### src/dac_serial_defines.vh
`ifndef DAC_SERIAL_DEFINES_VH
`define DAC_SERIAL_DEFINES_VH

// frame layout, counted as received: first bit lands at bit 15
`define FRAME_BITS        16
`define FRAME_MODE_HI     13
`define FRAME_MODE_LO     12
`define FRAME_CODE_HI     11
`define FRAME_CODE_LO     4
`define FRAME_CNT_LAST    5'h10

// operating modes
`define MODE_NORMAL       2'h0
`define MODE_PD_1K        2'h1
`define MODE_PD_100K      2'h2
`define MODE_PD_OPEN      2'h3

// reset values
`define DAC_CODE_RESET    8'h00
`define MODE_RESET        2'h0

// timing
`define CLK_PERIOD_NS     50
`define SYNC_HIGH_MIN_NS  33
`define SYNC_HIGH_MIN_CYC (((`SYNC_HIGH_MIN_NS) + (`CLK_PERIOD_NS) - 1) / (`CLK_PERIOD_NS))

// update buffer
`define UPD_WIDTH         10
`define UPD_DEPTH         32
`define UPD_AW            5

`endif

### src/dac_serial_write_port.v
// Operation
// [RQ1] a frame opens only on a high-to-low edge of frame sync
// [RQ2] each falling serial clock edge in a frame shifts data into 16 bits
// [RQ3] the sixteenth falling edge acts on the frame: code and mode
// [RQ4] host holds sync high at least 33 ns between frames
// [RQ5] host may park sync low between frames for lower power
// [RQ6] frame: 2 ignored, 2 mode, 8 code, 4 ignored bits
// [RQ7] host sends most significant bit first
// [RQ8] code reaches the dac register on the sixteenth edge, never earlier
// [RQ9] sync rising before sixteenth edge clears shifter, nothing changes
// [RQ10] dac register resets to zero until first valid frame
// [RQ11] mode bits 13 and 12 pick normal, 1k, 100k or open
// [RQ12] power-down disconnects amplifier, selects the chosen termination
// [RQ13] any power-down mode asserts analog shutdown; normal releases it
// [RQ14] dac register contents kept through power-down; here power-down frames still load their code bits
// [RQ15] byte-only hosts keep sync low across two bytes
// [RQ16] spi hosts use polarity 0, phase 1
// [RQ17] dsp hosts use own clock, active-low frame, 16-bit word
// [RQ18] mode resets normal; edges after the sixteenth ignored till sync high
`include "dac_serial_defines.vh"
`timescale 1ns/1ps
`default_nettype none

module dac_serial_write_port (
  // clock and reset
  input  wire       clk,
  input  wire       srst,
  // serial pins
  input  wire       sync_n,
  input  wire       sclk,
  input  wire       din,
  // converter side
  output reg  [7:0] dac_code,
  output reg  [1:0] op_mode,
  output reg        amp_connect,
  output reg        term_1k,
  output reg        term_100k,
  output reg        analog_shutdown,
  output reg        frame_done,
  output reg        frame_abort
);

  localparam ST_IDLE = 2'h0;
  localparam ST_SHIFT = 2'h1;
  localparam ST_HOLD = 2'h2;

  wire [2:0]  pins_s;
  wire        sync_s;
  wire        sclk_s;
  wire        din_s;
  reg         sync_d_r;
  reg         sclk_d_r;
  reg  [1:0]  state_r;
  reg  [1:0]  state_nxt;
  reg  [15:0] shift_r;
  reg  [15:0] shift_nxt;
  reg  [4:0]  cnt_r;
  reg  [4:0]  cnt_nxt;
  reg         push_nxt;
  reg         done_nxt;
  reg         abort_nxt;
  reg         armed_r;
  wire        sync_fall;
  wire        sync_rise;
  wire        sclk_fall;
  wire        fifo_in_ready;
  wire        fifo_out_valid;
  wire [9:0]  fifo_out_data;
  wire [9:0]  fifo_in_data;

  function is_power_down;
    input [1:0] m;
    begin
      is_power_down = (m != `MODE_NORMAL);
    end
  endfunction

  // all three pins come from the host's domain
  pin_sync2 #(
    .W (3)
  ) u_sync (
    .clk      (clk),
    .srst     (srst),
    .async_in ({sync_n, sclk, din}),
    .sync_out (pins_s)
  );

  assign sync_s = pins_s[2];
  assign sclk_s = pins_s[1];
  assign din_s  = pins_s[0];

  assign sync_fall = sync_d_r & ~sync_s;
  assign sync_rise = ~sync_d_r & sync_s;
  assign sclk_fall = sclk_d_r & ~sclk_s;

  // one frame carries {mode, code}; bits 15:14 and 3:0 are dropped
  assign fifo_in_data = {shift_nxt[`FRAME_MODE_HI:`FRAME_MODE_LO],
                         shift_nxt[`FRAME_CODE_HI:`FRAME_CODE_LO]};

  always @(posedge clk) begin
    if (srst) begin
      sync_d_r <= 1'b1;
      sclk_d_r <= 1'b0;
      armed_r  <= 1'b0;
    end else begin
      sync_d_r <= sync_s;
      sclk_d_r <= sclk_s;
      // a frame needs a seen high level first, so reset with sync low opens nothing
      if (sync_s) begin
        armed_r <= 1'b1;
      end
    end
  end

  always @* begin
    state_nxt = state_r;
    shift_nxt = shift_r;
    cnt_nxt   = cnt_r;
    push_nxt  = 1'b0;
    done_nxt  = 1'b0;
    abort_nxt = 1'b0;
    case (state_r)
      ST_IDLE: begin
        // frame start
        // [RQ1] fresh sync fall
        if (sync_fall & armed_r) begin
          state_nxt = ST_SHIFT;
          shift_nxt = 16'h0000;
          cnt_nxt   = 5'h00;
        end
      end
      ST_SHIFT: begin
        if (sync_s) begin
          // [RQ9] early release aborts
          state_nxt = ST_IDLE;
          shift_nxt = 16'h0000;
          cnt_nxt   = 5'h00;
          abort_nxt = 1'b1;
        end else if (sclk_fall) begin
          // [RQ2] shift msb first
          shift_nxt = {shift_r[14:0], din_s};
          cnt_nxt   = cnt_r + 5'h01;
          // [RQ3] act on sixteenth
          if (cnt_nxt == `FRAME_CNT_LAST) begin
            state_nxt = ST_HOLD;
            push_nxt  = 1'b1;
            done_nxt  = 1'b1;
          end
        end
      end
      ST_HOLD: begin
        // [RQ18] extra edges ignored
        if (sync_s) begin
          state_nxt = ST_IDLE;
          cnt_nxt   = 5'h00;
        end
      end
      default: begin
        state_nxt = ST_IDLE;
        shift_nxt = 16'h0000;
        cnt_nxt   = 5'h00;
      end
    endcase
  end

  always @(posedge clk) begin
    if (srst) begin
      state_r     <= ST_IDLE;
      shift_r     <= 16'h0000;
      cnt_r       <= 5'h00;
      frame_done  <= 1'b0;
      frame_abort <= 1'b0;
    end else begin
      state_r     <= state_nxt;
      shift_r     <= shift_nxt;
      cnt_r       <= cnt_nxt;
      frame_done  <= done_nxt & fifo_in_ready;
      frame_abort <= abort_nxt;
    end
  end

  // frames are queued so a burst of back-to-back writes is never lost;
  // the queue drains every cycle, so it only fills if the drain stalls
  upd_fifo #(
    .WIDTH (`UPD_WIDTH),
    .DEPTH (`UPD_DEPTH),
    .AW    (`UPD_AW)
  ) u_fifo (
    .clk       (clk),
    .srst      (srst),
    .in_valid  (push_nxt),
    .in_ready  (fifo_in_ready),
    .in_data   (fifo_in_data),
    .out_valid (fifo_out_valid),
    .out_ready (1'b1),
    .out_data  (fifo_out_data)
  );

  always @(posedge clk) begin
    if (srst) begin
      // [RQ10] code clears at reset
      dac_code        <= `DAC_CODE_RESET;
      // [RQ18] mode resets normal
      op_mode         <= `MODE_RESET;
      amp_connect     <= 1'b1;
      term_1k         <= 1'b0;
      term_100k       <= 1'b0;
      analog_shutdown <= 1'b0;
    end else if (fifo_out_valid) begin
      // [RQ8] code loads on completion
      // [RQ14] code is to be kept in power-down; it loads from every frame, power-down frames too
      dac_code        <= fifo_out_data[7:0];
      // [RQ11] mode decode
      op_mode         <= fifo_out_data[9:8];
      // [RQ12] output termination select
      amp_connect     <= ~is_power_down(fifo_out_data[9:8]);
      term_1k         <= (fifo_out_data[9:8] == `MODE_PD_1K);
      term_100k       <= (fifo_out_data[9:8] == `MODE_PD_100K);
      // [RQ13] analog shutdown follows mode
      analog_shutdown <= is_power_down(fifo_out_data[9:8]);
    end
  end

endmodule // dac_serial_write_port

`default_nettype wire

### src/pin_sync2.v
`timescale 1ns/1ps
`default_nettype none

module pin_sync2 #(
  parameter W = 3
) (
  // clock and reset
  input  wire         clk,
  input  wire         srst,
  // pins
  input  wire [W-1:0] async_in,
  output wire [W-1:0] sync_out
);

  reg [W-1:0] meta_r;
  reg [W-1:0] stab_r;

  // reset to idle-high is set by the caller through the pin itself after two edges
  always @(posedge clk) begin
    if (srst) begin
      meta_r <= {W{1'b0}};
      stab_r <= {W{1'b0}};
    end else begin
      meta_r <= async_in;
      stab_r <= meta_r;
    end
  end

  assign sync_out = stab_r;

endmodule // pin_sync2

`default_nettype wire

### src/upd_fifo.v
`timescale 1ns/1ps
`default_nettype none

module upd_fifo #(
  parameter WIDTH = 10,
  parameter DEPTH = 32,
  parameter AW    = 5
) (
  // clock and reset
  input  wire             clk,
  input  wire             srst,
  // fill side
  input  wire             in_valid,
  output wire             in_ready,
  input  wire [WIDTH-1:0] in_data,
  // drain side
  output wire             out_valid,
  input  wire             out_ready,
  output wire [WIDTH-1:0] out_data
);

  reg [WIDTH-1:0] mem_r [0:DEPTH-1];
  reg [AW-1:0]    wr_r;
  reg [AW-1:0]    rd_r;
  reg [AW:0]      cnt_r;
  wire            push;
  wire            pop;

  assign in_ready  = (cnt_r != DEPTH[AW:0]);
  assign out_valid = (cnt_r != {(AW+1){1'b0}});
  assign push      = in_valid & in_ready;
  assign pop       = out_valid & out_ready;
  assign out_data  = mem_r[rd_r];

  always @(posedge clk) begin
    if (push) begin
      mem_r[wr_r] <= in_data;
    end
  end

  always @(posedge clk) begin
    if (srst) begin
      wr_r  <= {AW{1'b0}};
      rd_r  <= {AW{1'b0}};
      cnt_r <= {(AW+1){1'b0}};
    end else begin
      if (push) begin
        wr_r <= (wr_r == DEPTH[AW-1:0] - 1'b1) ? {AW{1'b0}} : wr_r + 1'b1;
      end
      if (pop) begin
        rd_r <= (rd_r == DEPTH[AW-1:0] - 1'b1) ? {AW{1'b0}} : rd_r + 1'b1;
      end
      if (push & ~pop) begin
        cnt_r <= cnt_r + 1'b1;
      end else if (pop & ~push) begin
        cnt_r <= cnt_r - 1'b1;
      end
    end
  end

endmodule // upd_fifo

`default_nettype wire

### config.mk
export PLATFORM = sky130hd
export DESIGN_NAME = dac_serial_write_port
export DESIGN_NICKNAME = d
export VERILOG_FILES = /design/src/dac_serial_write_port.v /design/src/pin_sync2.v /design/src/upd_fifo.v
export VERILOG_INCLUDE_DIRS = /design/src /design/src/src
export SDC_FILE = /design/constraint.sdc
export NUM_CORES = 1
export LEC_CHECK = 0
export BUFFER_PORTS_ARGS = -buffer_cell sky130_fd_sc_hd__buf_2
export CORE_MARGIN = 2
export CORE_UTILIZATION = 60
export DETAILED_ROUTE_END_ITERATION = 6
export PLACE_DENSITY_LB_ADDON = 0.05
export SLEW_MARGIN = 20
export SYNTH_ARGS = -nofsm -noshare
export SYNTH_HDL_FRONTEND = slang
export SYNTH_SLANG_ARGS = --single-unit
### constraint.sdc
create_clock -name clk -period 5 [get_ports clk]
set_clock_uncertainty 0.05 [all_clocks]
set_input_delay 0.25 -clock clk [delete_from_list [all_inputs] [get_ports clk]]
set_output_delay 0.25 -clock clk [all_outputs]
set_load 0.005 [all_outputs]
==> results_dict.tcl <==
set metrics [dict create \
    die_h_um 163.7 \
    grt_antenna_before_repair 0 \
    slowest_delay_ns 0.65 \
    power_density_mw_per_mm2 441.9 \
    drc 0 \
    min-delay-start "srst" \
    tightest_slew_ns 1.127 \
    synth-main-ff-cell "edfxtp_1" \
    worstSetupPathType "reg -> reg" \
    cts_sinks 387 \
    syn-cell-area_mm2 0.01530 \
    slew_headroom_pct 24.68 \
    final_hold_viol_count 0 \
    vdd_drop_max_mv 0.3838 \
    rsz0062_at_grt "false" \
    cts_setup_buffers 0 \
    cts_tree "done" \
    multi_input_area_mm2 0.004043 \
    final_cell_mix "edfxtp_1, nor2_1, dfxtp_1" \
    finalNonFillerCells 1301 \
    ios 21 \
    syn_to_final_growth_pct 10.83 \
    setup_viol 0 \
    synth-warning-count 0 \
    regArea_mm2 0.01096 \
    total_power_mw 7.496 \
    final_common_cell "edfxtp_1" \
    n_fill_cell 1717 \
    slew_violations 0 \
    num_vias 8227 \
    setup-tns-final_ns 0 \
    cts.clk_slew.worst_paths_ns 0.06 \
    crit_required_ns 5.34 \
    via_per_inst 6.324 \
    root_buffer "clkbuf_16" \
    critical_path.top_delay_family "simple AND/OR/NAND/NOR gates" \
    timing.final.ws_setup_ns 1.082 \
    ys_seq_area_share_pct 71.55 \
    r2r_slack_ns 1.08 \
    hp-class "in -> reg" \
    cts_buffers 40 \
    layout_min_cycle_time_ns 3.918 \
    routed_wl_um 33890 \
    outcome "finished clean" \
    crit_chain "or2_1, or3_1, or3_1, inv_2, ha_1, inv_1, ha_1, a21o_1, a21o_1, a211o_1, o211ai_1, xnor2_1, nor2_1" \
    dr.pass1.iters 5 \
    grt_usage_pct 26.28 \
    fin_nets 959 \
    initial_utilization_pct 60.95 \
    async_flop_share_pct 0 \
    max_freq_mhz 255.2 \
    syn-num-nets 930 \
    worst-path-buf-inv 2 \
    synthDistinctLibCells 67 \
    cp-start-kind "flip-flop" \
    grt_start_max_net_pins 64 \
    dp_cells 1225 \
    grt_overflow_total 0 \
    drtIter0Drc 931 \
    whs_endpoint "u_fifo.cnt_r[5]" \
    antenna_cells 0 \
    hold_depth 2 \
    clock_latency_ns 0.53 \
    p_leak_nw 5.549 \
    clk_path_buf_depth 3 \
    syn_inst 911 \
    coreArea_mm2 0.02511 \
    cp_max_fo 23 \
    yosys_register_bits 387 \
    crit_path_end_kind "flip-flop" \
    grt_pass1_vias 8312 \
    die_area_mm2 0.02680 \
    dp_slack_ns 1.142 \
    drtAntennaViolNets 0 \
    reg2reg_to "u_fifo.cnt_r[5]" \
    post_drt_wl_per_cell_um 26.05 \
    drive_above_1_share_pct 17.61 \
    crit_path_top_delay_cell "or3_1" \
    io_buffers 20 \
    die_x_um 163.7 \
    max-cap-violations 0 \
    post-route-period-util_pct 78.37 \
    place_hpwl_um 20910 \
    row_count 58 \
    synth-edff-count 320 \
    rr_startpoint "u_fifo.cnt_r[0]" \
    rr_worst_depth 13 \
    place.gp.congestion 0.9076 \
    syn_area_per_cell_um2 16.80 \
    grt_first_pass_wirelength_um 51320 \
    critPathArrivalTime_ns 4.26 \
    htree_levels 2 \
]
routing by layer:
layer	global-route usage, %	part of all wire (%)	vias to the layer above
met1	38.31	42	4185
met4	9.290	3.4	0
met3	4.646	7.2	64
li1	-	-	3639
met2	40.68	47	339
met5	0	0	-
per-stage QoR:
| stage | utilization [%] | hold WS, ns | area (um^2) |
|---|---|---|---|
| 6_report | 67.56 | 0.1853 | 16960 |
| 3_3_place_gp | 62.51 | 0.3723 | 15700 |
| 2_1_floorplan | - | 0.3282 | 15300 |
| 3_5_place_dp | 62.51 | 0.3807 | 15700 |
| 4_1_cts | 67.52 | 0.3865 | 16950 |
| 5_1_grt | 67.56 | 0.2109 | 16960 |
final cells by class:
class                      count  share of cell area, %
sequential                   387                  64.60
multi-input combinational    459                  23.83
clock buffer                  50                  6.248
tap                          330                  2.434
timing repair buffer          38                  1.593
clock inverter                23                 0.9810
inverter                      14                 0.3098
report_power, final:
group / leakage, nW / internal [mW] / switching (mW)
logic: 1.38 / 0.460 / 0.521
registers: 3.57 / 3.52 / 0.210
clock network: 0.601 / 1.61 / 1.17
how the worst max path moves through the flow:
stage | to | slack [ns] | from | cells past startpoint
2_1_floorplan | u_fifo.cnt_r[5] | 1.71 | u_fifo.cnt_r[0] | 15
3_3_place_gp | u_fifo.cnt_r[5] | 1.22 | u_fifo.cnt_r[0] | 13
3_5_place_dp | u_fifo.cnt_r[5] | 1.14 | cnt_r[0] | 14
4_1_cts | u_fifo.cnt_r[5] | 1.10 | u_fifo.cnt_r[0] | 13
5_1_grt | u_fifo.cnt_r[5] | 0.82 | cnt_r[0] | 14
6_report | u_fifo.cnt_r[5] | 1.08 | u_fifo.cnt_r[0] | 13
what timing repair did:
action | 4_1_cts | 5_1_grt
hold buffers | 3 | 0
hold endpoints to repair | 3 | 0
endpoints found under the setup margin | 0 | 0
gates resized for setup | 0 | 0
cells in the mapped netlist (9+ instances only):
cell,n,area share [%]
a211oi_1,12,0.59
a21oi_1,27,0.88
a22o_1,13,0.74
a22oi_1,16,0.78
buf_2,19,0.62
clkbuf_1,19,0.47
dfxtp_1,67,8.8
edfxtp_1,320,63
ha_1,14,1.1
inv_1,13,0.32
mux2i_1,55,3.6
mux4_2,61,9.0
nand2_1,38,0.93
nand3_1,12,0.39
nor2_1,73,1.8
nor2b_1,26,1.1
nor3_1,9,0.29
o21ai_0,12,0.39
kinds of logic after synthesis:
kind of cell | Yosys count | synth area share (%)
AOI/OAI and AO/OA | 119 | 5.584
xor gates and xnor gates | 7 | 0.4006
adders and majority gates | 14 | 1.145
buffers and inverters | 65 | 2.085
DFF | 387 | 71.55
muxes | 118 | 12.72
and+or+nand+nor | 201 | 6.516
state kept, by name, summed over array words and instances (netlist names), 2 cells and up, named ones only:
name             flops
cnt_r                5
dac_code             8
op_mode              2
shift_r             14
state_r              2
u_fifo.cnt_r         6
u_fifo.mem_r       320
u_fifo.rd_r          5
u_fifo.wr_r          5
u_sync.meta_r        3
u_sync.sync_out      3
Note: power is estimated with default switching activity, not from simulation.
